File: src/include/tfc_pkg.sv
// Package for the serial transmit frame configuration block: map, layouts, state, coders.
package tfc_pkg;

  // Register byte offsets on the AXI4-Lite bus.
  localparam logic [7:0]  TFC_ADDR_CTRL   = 8'h00;
  localparam logic [7:0]  TFC_ADDR_STAT   = 8'h04;
  // Control register reset value and the mask of bits that software can write.
  localparam logic [31:0] TFC_CTRL_RESET  = 32'h0000_0000;
  localparam logic [31:0] TFC_CTRL_WMASK  = 32'hFFFF_7FF0;
  // Status register bit positions.
  localparam int          TFC_STAT_BUSY   = 0;
  localparam int          TFC_STAT_PHASE2 = 1;
  localparam int          TFC_STAT_UNDER  = 2;
  // AXI response codes.
  localparam logic [1:0]  TFC_RESP_OKAY   = 2'h0;
  localparam logic [1:0]  TFC_RESP_SLVERR = 2'h2;

  // Word-length codes.
  localparam logic [2:0]  TFC_WL_8        = 3'h0;
  localparam logic [2:0]  TFC_WL_12       = 3'h1;
  localparam logic [2:0]  TFC_WL_16       = 3'h2;
  localparam logic [2:0]  TFC_WL_20       = 3'h3;
  localparam logic [2:0]  TFC_WL_24       = 3'h4;
  localparam logic [2:0]  TFC_WL_32       = 3'h5;
  localparam logic [5:0]  TFC_BITS_32     = 6'h20;
  // Companding codes.
  localparam logic [1:0]  TFC_CMP_MSB     = 2'h0;
  localparam logic [1:0]  TFC_CMP_LSB     = 2'h1;
  localparam logic [1:0]  TFC_CMP_MU      = 2'h2;
  localparam logic [1:0]  TFC_CMP_A       = 2'h3;
  // First-bit delay codes.
  localparam logic [1:0]  TFC_DLY_NONE    = 2'h0;
  localparam logic [1:0]  TFC_DLY_RSVD    = 2'h3;
  localparam logic [1:0]  TFC_DLY_MAX     = 2'h2;
  // Companding coder constants.
  localparam logic [13:0] TFC_MU_CLIP     = 14'h1FDE;
  localparam logic [13:0] TFC_MU_BIAS     = 14'h0021;
  localparam logic [12:0] TFC_A_CLIP      = 13'h0FFF;
  localparam logic [7:0]  TFC_A_XOR       = 8'h55;

  // Layout of the transmit frame control register, bit 31 first.
  typedef struct packed {
    logic       tx_dual_phase_select;
    logic [6:0] tx_phase2_word_count;
    logic [2:0] tx_phase2_word_bits;
    logic [1:0] tx_compand_select;
    logic       tx_late_sync_ignore;
    logic [1:0] tx_first_bit_delay;
    logic       rsvd15;
    logic [6:0] tx_phase1_word_count;
    logic [2:0] tx_phase1_word_bits;
    logic       tx_word_bit_reverse;
    logic [3:0] rsvd3_0;
  } tfc_ctrl_t;

  // Transmit engine states.
  typedef enum logic [1:0] {
    TFC_IDLE  = 2'b00,
    TFC_DELAY = 2'b01,
    TFC_SHIFT = 2'b10
  } tfc_state_t;

  // Whole state of the block.
  typedef struct packed {
    tfc_state_t       state;
    logic             phase2;
    logic [6:0]       word_cnt;
    logic [5:0]       bit_cnt;
    logic [5:0]       nbits;
    logic             lsb_first;
    logic [1:0]       dly_cnt;
    logic [31:0]      shreg;
    logic             dx;
    logic             fs_meta;
    logic             fs_sync;
    logic             fs_prev;
    logic             fs_pend;
    logic [7:0]       div_cnt;
    logic [1:0][31:0] fifo;
    logic             rd_ptr;
    logic             wr_ptr;
    logic [1:0]       count;
    tfc_ctrl_t        ctrl;
    logic             underrun;
    logic             aw_got;
    logic             w_got;
    logic [7:0]       awaddr;
    logic [31:0]      wdata;
    logic [3:0]       wstrb;
    logic             bvalid;
    logic [1:0]       bresp;
    logic             rvalid;
    logic [31:0]      rdata;
    logic [1:0]       rresp;
  } tfc_regs_t;

  localparam tfc_regs_t TFC_REGS_RESET = '0;

  // Word-length code to bit count; reserved codes fall back to 8 bits.
  function automatic logic [5:0] tfc_word_bits(input logic [2:0] code);
    unique case (code)
      TFC_WL_12: return 6'h0C;
      TFC_WL_16: return 6'h10;
      TFC_WL_20: return 6'h14;
      TFC_WL_24: return 6'h18;
      TFC_WL_32: return TFC_BITS_32;
      default:   return 6'h08;
    endcase
  endfunction

  // Mu-law compression of a 16-bit two's complement sample.
  function automatic logic [7:0] tfc_mu_encode(input logic [15:0] x);
    logic [15:0] mag;
    logic [13:0] b;
    logic [2:0]  seg;
    logic [13:0] sh;
    mag = x[15] ? 16'(-x) : x;
    b   = (mag[15:2] > TFC_MU_CLIP) ? TFC_MU_CLIP : mag[15:2];
    b   = 14'(b + TFC_MU_BIAS);
    seg = 3'h0;
    for (int i = 0; i < 8; i++) begin
      if (b[i + 5]) seg = 3'(i);
    end
    sh = b >> (4'(seg) + 4'h1);
    return ~{x[15], seg, sh[3:0]};
  endfunction

  // A-law compression of a 16-bit two's complement sample.
  function automatic logic [7:0] tfc_a_encode(input logic [15:0] x);
    logic [15:0] mag;
    logic [12:0] m;
    logic [2:0]  seg;
    logic [12:0] sh;
    mag = x[15] ? 16'(-x) : x;
    m   = (mag[15:3] > TFC_A_CLIP) ? TFC_A_CLIP : mag[15:3];
    seg = 3'h0;
    for (int i = 1; i < 8; i++) begin
      if (m[i + 4]) seg = 3'(i);
    end
    sh = (seg == 3'h0) ? (m >> 1) : (m >> seg);
    return {~x[15], seg, sh[3:0]} ^ TFC_A_XOR;
  endfunction

endpackage

File: src/design/tfc_transmit.sv
// Serial transmit frame engine with its frame control register on AXI4-Lite.
// Overview of operation
// Bit 31 picks one or two phases.
// Phase 1 sends count field plus one words.
// Phase 2 word bits from bits 23..21.
// Phase 1 word bits from bits 7..5.
// Word codes 0..5 give 8..32 bits.
// Companding only when word length is 8.
// Compand 0 MSB first, 2 mu, 3 A.
// Compand 1 sends 8 bits LSB first.
// Bit 18 restarts or ignores later syncs.
// First data bit delayed 0, 1, 2 bits.
// Reserved bits read zero, writes ignored.
// Bit 4 sends 32-bit words LSB first.
// Software pairs reversal with 32-bit, compand 1.
// Single phase ignores phase 2 fields.
module tfc_transmit
  import tfc_pkg::*;
#(
  parameter logic [7:0] CLK_DIV = 8'h04
) (
  // Clock and synchronous reset.
  input  wire logic        aclk,
  input  wire logic        aresetn,
  // AXI4-Lite write address and data.
  input  wire logic [7:0]  s_axi_awaddr,
  input  wire logic        s_axi_awvalid,
  output logic             s_axi_awready,
  input  wire logic [31:0] s_axi_wdata,
  input  wire logic [3:0]  s_axi_wstrb,
  input  wire logic        s_axi_wvalid,
  output logic             s_axi_wready,
  // AXI4-Lite write response.
  output logic [1:0]       s_axi_bresp,
  output logic             s_axi_bvalid,
  input  wire logic        s_axi_bready,
  // AXI4-Lite read address and data.
  input  wire logic [7:0]  s_axi_araddr,
  input  wire logic        s_axi_arvalid,
  output logic             s_axi_arready,
  output logic [31:0]      s_axi_rdata,
  output logic [1:0]       s_axi_rresp,
  output logic             s_axi_rvalid,
  input  wire logic        s_axi_rready,
  // Transmit word stream from the system side.
  input  wire logic [31:0] tx_data,
  input  wire logic        tx_valid,
  output logic             tx_ready,
  // Serial pins toward the external device.
  input  wire logic        fsx_in,
  output logic             dx_out,
  output logic             dx_oe,
  output logic             frame_active
);

  tfc_regs_t r;       // Registered state.
  tfc_regs_t next_r;  // Next state.

  // Combinational handshakes straight from the state.
  assign s_axi_awready = !r.aw_got && !r.bvalid;
  assign s_axi_wready  = !r.w_got && !r.bvalid;
  assign s_axi_arready = !r.rvalid;
  assign s_axi_bvalid  = r.bvalid;
  assign s_axi_bresp   = r.bresp;
  assign s_axi_rvalid  = r.rvalid;
  assign s_axi_rdata   = r.rdata;
  assign s_axi_rresp   = r.rresp;
  // The two-entry buffer accepts while it has a free slot.
  assign tx_ready      = (r.count != 2'h2);
  // Data comes from a flip-flop and the enable is decoded from the state register; the pin is driven only while bits shift.
  assign dx_out        = r.dx;
  assign dx_oe         = (r.state == TFC_SHIFT);
  assign frame_active  = (r.state != TFC_IDLE);

  // Next-state logic for the bus slave, the buffer and the serial engine.
  always_comb begin
    logic        tick;         // One-cycle bit-rate enable.
    logic        start;        // A frame begins at this tick.
    logic        do_load;      // A new word is taken at this tick.
    logic        ld_p2;        // The new word belongs to phase 2.
    logic        pop;          // The buffer gives up its oldest word.
    logic [2:0]  wl_code;      // Word-length code of the loaded phase.
    logic [1:0]  cmp;          // Effective companding of the loaded phase.
    logic [31:0] word;         // Word as taken from the buffer.
    logic [31:0] aligned;      // Word placed for its shift direction.
    logic [31:0] wr_val;       // Control value after byte strobes.
    logic        w_ctrl;       // Register write hits the control word.
    logic        w_stat;       // Register write hits the status word.
    logic [1:0]  dly_eff;      // First-bit delay with the reserved code clamped.
    tick    = 1'b0;
    start   = 1'b0;
    do_load = 1'b0;
    ld_p2   = 1'b0;
    pop     = 1'b0;
    wl_code = TFC_WL_8;
    cmp     = TFC_CMP_MSB;
    word    = '0;
    aligned = '0;
    wr_val  = r.ctrl;
    w_ctrl  = 1'b0;
    w_stat  = 1'b0;
    dly_eff = r.ctrl.tx_first_bit_delay;
    next_r  = r;

    // The sync pin crosses in two flops; only the second flop feeds the edge detector.
    next_r.fs_meta = fsx_in;
    next_r.fs_sync = r.fs_meta;
    next_r.fs_prev = r.fs_sync;
    if (r.fs_sync && !r.fs_prev) begin
      next_r.fs_pend = 1'b1;
    end

    // Bit-rate divider: the engine moves only on its enable pulse.
    if (r.div_cnt == 8'(CLK_DIV - 8'h01)) begin
      tick           = 1'b1;
      next_r.div_cnt = '0;
    end else begin
      next_r.div_cnt = 8'(r.div_cnt + 8'h01);
    end

    // Reserved delay code is treated as the longest legal delay.
    if (dly_eff == TFC_DLY_RSVD) begin
      dly_eff = TFC_DLY_MAX;
    end

    // Serial engine, advanced once per bit period.
    if (tick) begin
      // A pending edge is consumed now; an edge found in this same cycle stays pending.
      next_r.fs_pend = r.fs_sync && !r.fs_prev;
      // restart or ignore
      start = r.fs_pend && ((r.state == TFC_IDLE) || !r.ctrl.tx_late_sync_ignore);
      if (start) begin
        next_r.phase2   = 1'b0;
        next_r.word_cnt = '0;
        // first-bit delay
        if (dly_eff == TFC_DLY_NONE) begin
          do_load = 1'b1;
        end else begin
          next_r.state   = TFC_DELAY;
          next_r.dly_cnt = dly_eff;
          next_r.dx      = 1'b0;
        end
      end else begin
        unique case (r.state)
          // Nothing to send until the next frame sync.
          TFC_IDLE: begin
            next_r.dx = 1'b0;
          end
          // Count out the delay bits, then send the first word.
          TFC_DELAY: begin
            if (r.dly_cnt == 2'h1) begin
              do_load = 1'b1;
            end else begin
              next_r.dly_cnt = 2'(r.dly_cnt - 2'h1);
            end
          end
          // Shift the current word, then pick the next word or phase.
          TFC_SHIFT: begin
            if (r.bit_cnt == 6'(r.nbits - 6'h01)) begin
              // phase 1 word count
              if (!r.phase2 && (r.word_cnt != r.ctrl.tx_phase1_word_count)) begin
                next_r.word_cnt = 7'(r.word_cnt + 7'h01);
                do_load         = 1'b1;
              // second phase
              end else if (!r.phase2 && r.ctrl.tx_dual_phase_select) begin
                next_r.phase2   = 1'b1;
                next_r.word_cnt = '0;
                ld_p2           = 1'b1;
                do_load         = 1'b1;
              // phase 2 word count
              end else if (r.phase2 && (r.word_cnt != r.ctrl.tx_phase2_word_count)) begin
                next_r.word_cnt = 7'(r.word_cnt + 7'h01);
                ld_p2           = 1'b1;
                do_load         = 1'b1;
              end else begin
                // single phase ends here
                next_r.state  = TFC_IDLE;
                next_r.phase2 = 1'b0;
                next_r.dx     = 1'b0;
              end
            end else begin
              next_r.bit_cnt = 6'(r.bit_cnt + 6'h01);
              if (r.lsb_first) begin
                next_r.dx    = r.shreg[0];
                next_r.shreg = r.shreg >> 1;
              end else begin
                next_r.dx    = r.shreg[31];
                next_r.shreg = r.shreg << 1;
              end
            end
          end
          default: begin
            next_r.state = TFC_IDLE;
          end
        endcase
      end
    end

    // Word load: take the oldest buffered word, or use a zero sample on underrun.
    if (do_load) begin
      if (ld_p2) begin
        // phase 2 word bits
        wl_code = r.ctrl.tx_phase2_word_bits;
      end else begin
        // phase 1 word bits
        wl_code = r.ctrl.tx_phase1_word_bits;
      end
      // companding needs 8-bit words
      cmp = (wl_code == TFC_WL_8) ? r.ctrl.tx_compand_select : TFC_CMP_MSB;
      if (r.count != 2'h0) begin
        word = r.fifo[r.rd_ptr];
        pop  = 1'b1;
      end else begin
        next_r.underrun = 1'b1;
      end
      // word-length decode
      next_r.nbits   = tfc_word_bits(wl_code);
      next_r.bit_cnt = '0;
      next_r.state   = TFC_SHIFT;
      // 32-bit reversal; LSB-first 8-bit
      next_r.lsb_first = (cmp == TFC_CMP_LSB) ||
                         (r.ctrl.tx_word_bit_reverse && (wl_code == TFC_WL_32));
      // mu-law and A-law
      if (cmp == TFC_CMP_MU) begin
        word = {24'h000000, tfc_mu_encode(word[15:0])};
      end else if (cmp == TFC_CMP_A) begin
        word = {24'h000000, tfc_a_encode(word[15:0])};
      end
      if (next_r.lsb_first) begin
        next_r.dx    = word[0];
        next_r.shreg = word >> 1;
      end else begin
        aligned      = word << (TFC_BITS_32 - next_r.nbits);
        next_r.dx    = aligned[31];
        next_r.shreg = aligned << 1;
      end
    end

    // Two-entry buffer: a stalled engine fills it and tx_ready drops.
    if (tx_valid && (r.count != 2'h2)) begin
      next_r.fifo[r.wr_ptr] = tx_data;
      next_r.wr_ptr         = !r.wr_ptr;
    end
    if (pop) begin
      next_r.rd_ptr = !r.rd_ptr;
    end
    next_r.count = 2'(r.count + {1'b0, tx_valid && (r.count != 2'h2)} - {1'b0, pop});

    // Write address and data are taken independently and held until both are in.
    if (s_axi_awvalid && !r.aw_got && !r.bvalid) begin
      next_r.aw_got = 1'b1;
      next_r.awaddr = s_axi_awaddr;
    end
    if (s_axi_wvalid && !r.w_got && !r.bvalid) begin
      next_r.w_got = 1'b1;
      next_r.wdata = s_axi_wdata;
      next_r.wstrb = s_axi_wstrb;
    end
    if (r.aw_got && r.w_got && !r.bvalid) begin
      w_ctrl = ({r.awaddr[7:2], 2'b00} == TFC_ADDR_CTRL);
      w_stat = ({r.awaddr[7:2], 2'b00} == TFC_ADDR_STAT);
      for (int b = 0; b < 4; b++) begin
        if (r.wstrb[b]) wr_val[b*8 +: 8] = r.wdata[b*8 +: 8];
      end
      if (w_ctrl) begin
        // reserved bits stay zero
        next_r.ctrl = tfc_ctrl_t'(wr_val & TFC_CTRL_WMASK);
      end
      // Underrun clears by writing one; a same-cycle new underrun wins.
      if (w_stat && r.wstrb[0] && r.wdata[TFC_STAT_UNDER] && !(do_load && !pop)) begin
        next_r.underrun = 1'b0;
      end
      next_r.bresp  = (w_ctrl || w_stat) ? TFC_RESP_OKAY : TFC_RESP_SLVERR;
      next_r.bvalid = 1'b1;
      next_r.aw_got = 1'b0;
      next_r.w_got  = 1'b0;
    end
    if (r.bvalid && s_axi_bready) begin
      next_r.bvalid = 1'b0;
    end

    // Reads answer one cycle after the address is taken.
    if (s_axi_arvalid && !r.rvalid) begin
      next_r.rvalid = 1'b1;
      next_r.rresp  = TFC_RESP_OKAY;
      next_r.rdata  = '0;
      if ({s_axi_araddr[7:2], 2'b00} == TFC_ADDR_CTRL) begin
        next_r.rdata = r.ctrl;
      end else if ({s_axi_araddr[7:2], 2'b00} == TFC_ADDR_STAT) begin
        next_r.rdata[TFC_STAT_BUSY]   = (r.state != TFC_IDLE);
        next_r.rdata[TFC_STAT_PHASE2] = r.phase2;
        next_r.rdata[TFC_STAT_UNDER]  = r.underrun;
      end else begin
        next_r.rresp = TFC_RESP_SLVERR;
      end
    end else if (r.rvalid && s_axi_rready) begin
      next_r.rvalid = 1'b0;
    end
  end

  // State register with synchronous reset to constants only.
  always_ff @(posedge aclk) begin
    if (!aresetn) begin
      r <= TFC_REGS_RESET;
    end else begin
      r <= next_r;
    end
  end

endmodule // tfc_transmit

File: config.mk
export PLATFORM = sky130hd
export DESIGN_NAME = tfc_transmit
export DESIGN_NICKNAME = d
export VERILOG_FILES = /design/src/include/tfc_pkg.sv /design/src/design/tfc_transmit.sv
export SDC_FILE = /design/constraint.sdc
export NUM_CORES = 1
export LEC_CHECK = 0
export ABC_AREA = 1
export BUFFER_PORTS_ARGS = -buffer_cell sky130_fd_sc_hd__buf_4
export CORE_ASPECT_RATIO = 1.75
export CORE_MARGIN = 2
export CORE_UTILIZATION = 45
export DETAILED_ROUTE_END_ITERATION = 10
export RECOVER_POWER = 25
export SLEW_MARGIN = 20
export SYNTH_ARGS = -nofsm -noshare
export SYNTH_HDL_FRONTEND = slang
export SYNTH_SLANG_ARGS = --single-unit
File: constraint.sdc
create_clock -name aclk -period 6.17 [get_ports aclk]
set_input_delay 1.234 -clock aclk [delete_from_list [all_inputs] [get_ports aclk]]
set_output_delay 1.234 -clock aclk [all_outputs]
set_load 0.01 [all_outputs]
Yosys cells after proc, flatten, opt, wreduce, memory -nomap -nowiden
Index checks and enable logic that the tools add are counted.
{"block": "op_classes", "addsub": 11, "n_eq_ne": 40, "n_bitwise": 6, "n_mux": 112, "shifts": 3, "n_lt_le_gt_ge": 5, "n_reduce_logical": 70}
{"cell": "$mux W32", "n": 11}
{"cell": "$mux W33", "n": 4}
{"cell": "$mux W3", "n": 29}
{"cell": "$bwmux W64", "n": 1}
{"cell": "$mux W1", "n": 33}
{"cell": "$demux W32 S1", "n": 1}
{"cell": "$mux W16", "n": 2}
{"cell": "$shl A32 B6 Y32", "n": 1}
{"cell": "$pmux W6 S5", "n": 1}
{"cell": "$mux W29", "n": 1}
{"cell": "$mux W14", "n": 2}
{"cell": "$mux W2", "n": 13}
{"cell": "$logic_and A1 B1 Y1", "n": 23}
{"cell": "$mux W10", "n": 2}
{"cell": "$mux W6", "n": 3}
{"cell": "$reduce_bool A2 Y1", "n": 9}
{"cell": "$mux W8", "n": 2}
{"cell": "$neg A16 Y16", "n": 1}
{"cell": "$reduce_and A4 Y1", "n": 4}
{"cell": "$ne A5 B4 Y1 const B", "n": 3}
{"cell": "$add A14 B6 Y14 const B", "n": 1}
{"cell": "$gt A14 B13 Y1 const B", "n": 1}
{"cell": "$mux W7", "n": 2}
{"cell": "$ne A7 B7 Y1", "n": 2}
{"cell": "other kinds (49)", "n": 95}
{"block": "totals", "reg_bits": 250, "input_bits": 93}

Logic depth before layout (Yosys ltp)
Gate-level depths: netlist (run 1).
{"block": "logic_depth", "ltp_word": 33, "ltp_mapped": 40, "ltp_nobuf": 38}

Worst setup path after synthesis (run 1)
Ideal clock, no wire load.
{"block": "synth_path", "path_type": "reg-to-reg", "start": "register r[235] in the netlist's numbering", "end": "register r[208] in the netlist's numbering", "required_time_ns": 6.100, "t_arrival_ns": 4.238, "path_stages_with_launch": 25, "setup_slack_ns": 1.862, "synth_period_minus_slack_ns": 4.308, "setup_ns": 0.070, "path_cell_list": "dfxtp_1 inv_1 ha_1 a221oi_1 o21ai_0 nor2_1 nand2_1 nor2_1 nand3_1 inv_1 nor2_1 nor2_1 nor2_1 inv_1 clkbuf_1 clkbuf_1 ha_1 xor2_2 clkinv_1 nor2_2 inv_1 nor2_2 buf_2 o211ai_1 a21oi_1"}
{"block": "synth_between", "elab_chain_len": 17}
{"item": "start, declared", "line": "tfc_transmit.sv:56", "text": "tfc_regs_t r;"}
{"item": "start signal, assigned", "line": "tfc_transmit.sv:306", "text": "r <= next_r;"}
{"item": "$sub A6 B1 Y6 *", "line": "tfc_transmit.sv:159", "text": "if (r.bit_cnt == 6'(r.nbits - 6'h01)) begin"}
{"item": "$eq A6 B6 Y1 *", "line": "tfc_transmit.sv:159"}
{"item": "parallel branches: the longest is 15 deep, another holds $sub A6 B6 Y6"}
Every way passes the cells marked *. The select of a mux whose other input is x is not followed.
A chain may end at the register's enable or synchronous reset.

Final worst setup path (run 1)
{"block": "layout_path", "start": "register r[118] in the netlist's numbering", "end": "register r[229] in the netlist's numbering"}
{"block": "layout_between", "elab_chain_len": 26}
{"item": "$reduce_bool A2 Y1 *", "line": "tfc_transmit.sv:210", "text": "if (r.count != 2'h0) begin"}
{"item": "$mux W32 *", "line": "tfc_transmit.sv:210"}
{"item": "$mux W32 *", "line": "tfc_transmit.sv:200", "text": "if (do_load) begin"}
{"item": "parallel branches: the longest is 18 deep, another holds $neg A16 Y16"}
{"item": "$mux W32 *", "line": "tfc_transmit.sv:224", "text": "if (cmp == TFC_CMP_MU) begin"}
{"item": "$mux W32 *", "line": "tfc_transmit.sv:200"}
{"item": "$shl A32 B6 Y32 *", "line": "tfc_transmit.sv:233", "text": "aligned = word << (TFC_BITS_32 - next_r.nbits);"}
{"item": "$mux W33 *", "line": "tfc_transmit.sv:229", "text": "if (next_r.lsb_first) begin"}
{"item": "$mux W33 *", "line": "tfc_transmit.sv:200"}
Marks and branches as above.

==> flow_metrics.env, run 1 <==
export IMPL_cp_common_cell="nand2_1"
export IMPL_clock_sinks=238
export IMPL_multi_input_area_um2=7030
export IMPL_path_clk_slew_ns=0.06
export IMPL_cts_setup_buffers=0
export IMPL_grt_total_usage_pct=26.7
export IMPL_min_period_ns=5.62
export IMPL_nets=2148
export IMPL_peakVddDrop_v=0.000239
export IMPL_power_switching_share_pct=31.5
export IMPL_crit_type="reg -> reg"
export IMPL_hold_viol_final=0
export IMPL_pwr_share_comb_pct=21.0
export IMPL_yosysTopAreaCellShare_pct=35.7
export IMPL_drc=0
export IMPL_wl_met2_mm=22.3
export IMPL_cts_buffers=23
export IMPL_grt_max_degree=100
export IMPL_cpPeakStageDelay_ns=0.66
export IMPL_cts_resized=0
export IMPL_status="finished, violations left"
export IMPL_drv_slew=157
export IMPL_areaGrowthSynthToFinish_pct=10.9
export IMPL_detailed_place_hpwl_mm=30.6
export IMPL_cap_violations=2
export IMPL_gp_congestion=0.931
export IMPL_power_per_cell_area_nw_per_um2=256
export IMPL_wl_met3_mm=1.30
export IMPL_tritoncts="done"
export IMPL_synthesis_area_um2=13300
export IMPL_rows=83
export IMPL_synth_main_ff_cell="dfxtp_1"
export IMPL_worst_slack_ns=0.551
export IMPL_synth_area_per_cell_um2=6.65
export IMPL_drive_above_1_share_pct=11.4
export IMPL_final_common_cell="nand2_1"
export IMPL_tns_ns=0
export IMPL_cp_data_arrival_time_ns=6.01
export IMPL_first_iter_violations=563
export IMPL_holdBufCountCts=0
export IMPL_grt_pass1_vias=13100
export IMPL_grt_pass1_wl_mm=66.4
export IMPL_finalCritPeriodShare_pct=91.1
export IMPL_drt_met1_wl_mm=15.0
export IMPL_n_antenna_cell=0
export IMPL_skew_ns=0.0172
export IMPL_avgRoutedWirePerCell_um=16.9
export IMPL_final_cell_mix="nand2_1, o21ai_0, nor2_1, dfxtp_1, inv_1"
export IMPL_synth_seq_area_share_pct=35.7
export IMPL_wirelength_mm=41.3
export IMPL_cts_htree_levels=1
export IMPL_fillCellCount=3118
export IMPL_yosysTopAreaCell="dfxtp_1"
export IMPL_io_buffers=125
export IMPL_grt_antenna_before_repair=0
export IMPL_synth_seq_cells=238
export IMPL_intPower_uw=2600
export IMPL_ys_warn_count=0
export IMPL_clock_fmax_ghz=0.178
export IMPL_setup_viol=0
export IMPL_seq_power_share_pct=43.9
export IMPL_first_pass_iters=5
export IMPL_relSlewSlack_pct=-136
export IMPL_tightest_slew_ns=3.53
export IMPL_die_h_um=232
export IMPL_die_area_um2=31100
export IMPL_synthArstFlopShare_pct=0
export IMPL_start_util_pct=45.5
export IMPL_required_ns=6.56
export IMPL_vias=13100
export IMPL_clk_latency_ns=0.53
export IMPL_cp_start_kind="flop"
export IMPL_clock_power_share_pct=35.1
export IMPL_cp_slowest_cell="nor2_2"
export IMPL_grt_ovfl_total=0
export IMPL_crit_path_end_kind="flop"
export IMPL_core_um2=29300
export IMPL_violations="max-capacitance violations, max-slew violations"
export IMPL_min_path_type="reg -> reg"
export IMPL_leakage_uw=0.00608
export IMPL_synth_cells=2005
export IMPL_antenna_left=0
export IMPL_rsz0062_at_grt="no"
export IMPL_ioPinCount=138
export IMPL_synthDistinctLibCells=56
export IMPL_die_w_um=134
export IMPL_critical_path_max_fanout=16
export IMPL_maxUsedRoutingLayer="met4"
export IMPL_vias_per_cell=5.36
export IMPL_place_ws_ns=0.636
export IMPL_synth_edff_count=0
export IMPL_seq_area_um2=4760
export IMPL_power_switching_uw=1190
export IMPL_synth_area_leaders="dfxtp_1, o21ai_0, nand2_1"
export IMPL_cts_root_buffer_cell="clkbuf_16"
export IMPL_clk_path_buf_depth=3
==> final timing paths <==
kind / from / endpoint / slack, ns / depth (start not counted)
max: r[118]$_SDFF_PN0_ / r[229]$_SDFFE_PN0P_ / 0.55 / 35
max reg2reg: r[118]$_SDFF_PN0_ / r[229]$_SDFFE_PN0P_ / 0.55 / 35
min: next_r[195]$_SDFF_PN0_ / next_r[194]$_SDFF_PN0_ / 0.42 / 2
min reg2reg: next_r[195]$_SDFF_PN0_ / next_r[194]$_SDFF_PN0_ / 0.42 / 2
==> cell usage after synthesis (3+ instances only) <==
cell       instances
nand2_2           18
o21ai_2            3
xnor2_1            9
nand2_1          350
inv_2             14
o21ai_0          266
clkinv_1           3
nand3_2           13
xor2_1            12
nor2_1           247
o21ai_1           19
nand3_1          113
nor4_1             5
o211ai_1          29
o221ai_1          10
a211oi_1          22
or2_2              6
o22ai_1            3
nand3b_1           4
a31oi_1           11
inv_1            201
buf_2             11
o311ai_0           6
nor3b_1            6
buf_4             49
nor2_2            11
a22oi_1            4
a21oi_1          168
nand4_1           13
ha_1              12
nor3_1            20
o2111ai_1          3
dfxtp_1          238
clkbuf_1          76
==> area by class of cell <==
cell class,count,area share [%]
Clock inverter,6,0.262
Tap cell,382,3.23
Multi-Input combinational cell,1413,47.5
Sequential cell,238,32.2
Inverter,219,5.58
Clock buffer,35,4.33
Timing Repair Buffer,148,6.85
==> routing by layer <==
layer / vias to the layer above / global-route usage (%)
li1: 6679 / -
met1: 5988 / 26.3
met2: 310 / 52.5
met3: 117 / 2.58
met4: 0 / 16.5
met5: - / 0
==> critical path, delay by kind of cell (launching register included) <==
kind            cells  cell delay [ns]
compound gates      3             0.52
fa+ha+maj           1             0.28
flops               1             0.36
simple gates       31             4.33
==> through the flow <==
stage	power, uW	hold WS, ns	instance area (um2)	util [%]	std cells
4_1_cts	3830	0.420	14900	50.8	2441
3_3_place_gp	2490	0.395	14200	48.5	2400
6_report	3790	0.416	14800	50.5	2441
3_5_place_dp	2500	0.405	14200	48.5	2400
5_1_grt	3990	0.450	14800	50.5	2441
2_1_floorplan	2280	0.390	13300	-	2008
==> flip-flops by register name (all words and copies together) (netlist names) <==
register / flops
s_axi_bresp: 1
s_axi_rvalid: 1
s_axi_rdata: 30
r: 201
s_axi_rresp: 1
dx_out: 1
s_axi_bvalid: 1
next_r: 2
==> power by group through the flow <==
stage	sequential, uW	clock [uW]	combinational (uW)
global route	1680	1420	902
global placement	1700	0	794
floorplan	1690	0	587
CTS	1670	1360	805
finish	1670	1330	797
detailed placement	1700	0	801
==> cell families (layout without fill, tap and decap cells) <==
group	count (synthesis)	in the layout	synth area share, %
other cells	1	4	0.0281
fa+ha+maj	12	12	1.13
mux	2	2	0.160
buf+inv	357	408	11.7
simple gates	816	816	26.6
xor+xnor	23	23	1.62
flops	238	238	35.7
compound gates	556	556	23.0
Power figures use the tool's default switching activity.
==> inputs of run 2 (changes only) <==
--- a/config.mk
+++ b/config.mk
@@ -10,6 +10,7 @@
 export CORE_ASPECT_RATIO = 1.75
 export CORE_MARGIN = 2
 export CORE_UTILIZATION = 45
+export CTS_BUF_LIST = sky130_fd_sc_hd__clkbuf_4 sky130_fd_sc_hd__clkbuf_8
 export DETAILED_ROUTE_END_ITERATION = 10
 export RECOVER_POWER = 25
 export SLEW_MARGIN = 20
==> flow_metrics.env, run 2 (synthesized netlist as in run 1, its figures left out) <==
export IMPL_min_period_ns=5.57
export IMPL_seq_area_um2=4760
export IMPL_violations="max-capacitance violations, max-slew violations"
export IMPL_rows=83
export IMPL_nets=2162
export IMPL_cp_data_arrival_time_ns=5.99
export IMPL_peakVddDrop_v=0.000185
export IMPL_grt_pass1_vias=13200
export IMPL_largest_reg_flops=201
export IMPL_grt_total_usage_pct=26.9
export IMPL_areaGrowthSynthToFinish_pct=12.1
export IMPL_path_clk_slew_ns=0.06
export IMPL_rsz0062_at_grt="no"
export IMPL_clk_path_buf_depth=3
export IMPL_cts_buffers=37
export IMPL_wirelength_mm=41.5
export IMPL_setup_viol=0
export IMPL_min_path_type="reg -> reg"
export IMPL_detailed_place_hpwl_mm=30.6
export IMPL_io_buffers=125
export IMPL_grt_pass1_wl_mm=66.7
export IMPL_die_area_um2=31100
export IMPL_n_antenna_cell=0
export IMPL_hold_viol_final=0
export IMPL_design_area_um2=14900
export IMPL_drv_slew=188
export IMPL_clk_latency_ns=0.56
export IMPL_cts_setup_buffers=0
export IMPL_crit_path_end_kind="flop"
export IMPL_clock_fmax_ghz=0.180
export IMPL_tns_ns=0
export IMPL_largest_register="r"
export IMPL_vias_per_cell=5.36
export IMPL_finalCritPeriodShare_pct=90.2
export IMPL_core_um2=29300
export IMPL_start_util_pct=45.5
export IMPL_tritoncts="done"
export IMPL_leakage_uw=0.00621
export IMPL_multi_input_area_um2=7030
export IMPL_first_pass_iters=5
export IMPL_grt_max_degree=100
export IMPL_cp_start_kind="flop"
export IMPL_place_area_um2=14200
export IMPL_fillCellCount=3089
export IMPL_critPathBufInv=0
export IMPL_cts_htree_levels=2
export IMPL_grt_ovfl_total=0
export IMPL_antenna_left=0
export IMPL_clock_sinks=238
export IMPL_drive_above_1_share_pct=13.5
export IMPL_required_ns=6.59
export IMPL_ioPinCount=138
export IMPL_worst_slack_ns=0.603
export IMPL_power_per_cell_area_nw_per_um2=260
export IMPL_cts_root_buffer_cell="clkbuf_8"
export IMPL_final_cell_mix="nand2_1, o21ai_0, nor2_1, dfxtp_1, inv_1"
export IMPL_cap_violations=3
export IMPL_critical_path_top_delay_family="simple AND/OR/NAND/NOR gates"
export IMPL_cp_common_cell="nand2_1"
export IMPL_critical_path_max_fanout=16
export IMPL_die_w_um=134
export IMPL_place_ws_ns=0.636
export IMPL_vias=13200
export IMPL_status="finished, violations left"
export IMPL_grt_antenna_before_repair=0
export IMPL_die_h_um=232
export IMPL_crit_type="reg -> reg"
export IMPL_holdBufCountCts=0
export IMPL_final_common_cell="nand2_1"
export IMPL_cp_slowest_cell="nor2_2"
export IMPL_relSlewSlack_pct=-135
export IMPL_tightest_slew_ns=3.53
export IMPL_drc=0
export IMPL_skew_ns=0.0215
export IMPL_cpPeakStageDelay_ns=0.63
export IMPL_avgRoutedWirePerCell_um=16.8
export IMPL_gp_congestion=0.931
export IMPL_first_iter_violations=584
export IMPL_cts_resized=0
[run 2: cell types whose count changed in the layout (fill, tap and decap cells not counted), sizes merged]
cell,change
clkinv,-1
buf,+12
clkinvlp,+1
clkbuf,+12
[run 2: worst register-to-register path, delay by kind of cell (launching register included)]
family / cells / cell delay, ns
AO/OA/AOI/OAI: 3 / 0.51
adder cells (fa/ha/maj): 1 / 0.28
flip-flops: 1 / 0.36
AND/OR/NAND/NOR: 31 / 4.29
[run 2: final cells by class]
cell class,count,area share [%]
clock buffer,59,4.98
clock inverter,6,0.293
inverter,219,5.52
multi-input combinational,1413,47.0
sequential,238,31.9
tap,382,3.20
timing repair buffer,148,7.09
[run 2: final timing paths]
check | to | depth (start not counted) | slack, ns | startpoint
worst max-delay path | r[229]$_SDFFE_PN0P_ | 35 | 0.60 | r[118]$_SDFF_PN0_
worst max register to register | r[229]$_SDFFE_PN0P_ | 35 | 0.60 | r[118]$_SDFF_PN0_
worst min register to register | next_r[194]$_SDFF_PN0_ | 2 | 0.41 | next_r[195]$_SDFF_PN0_
worst min-delay path | next_r[194]$_SDFF_PN0_ | 2 | 0.41 | next_r[195]$_SDFF_PN0_
[run 2: per-layer routing]
layer  wire [um]  global-route usage [%]  up-vias
met5           0                       0        -
li1            -                       -     6710
met4        2770                    17.0        0
met3        1480                    3.46      133
met2       22400                    52.6      329
met1       14900                    26.0     6044
[run 2: power by group]
part	leakage [uW]	internal [uW]	switching [uW]	total, uW
Combinational	0.00385	258	542	800
Sequential	0.00195	1620	41.6	1670
Clock	0.000410	768	644	1410
[run 2: per-stage QoR]
| step | hold WS (ns) | power, uW | util, % | instances |
|---|---|---|---|---|
| after CTS | 0.419 | 3920 | 51.2 | 2465 |
| after global routing | 0.451 | 4100 | 51.0 | 2465 |
| after detailed placement | 0.405 | 2500 | 48.5 | 2400 |
| after global placement | 0.395 | 2490 | 48.5 | 2400 |
| after floorplan | 0.390 | 2280 | - | 2008 |
| final | 0.414 | 3880 | 51.0 | 2465 |
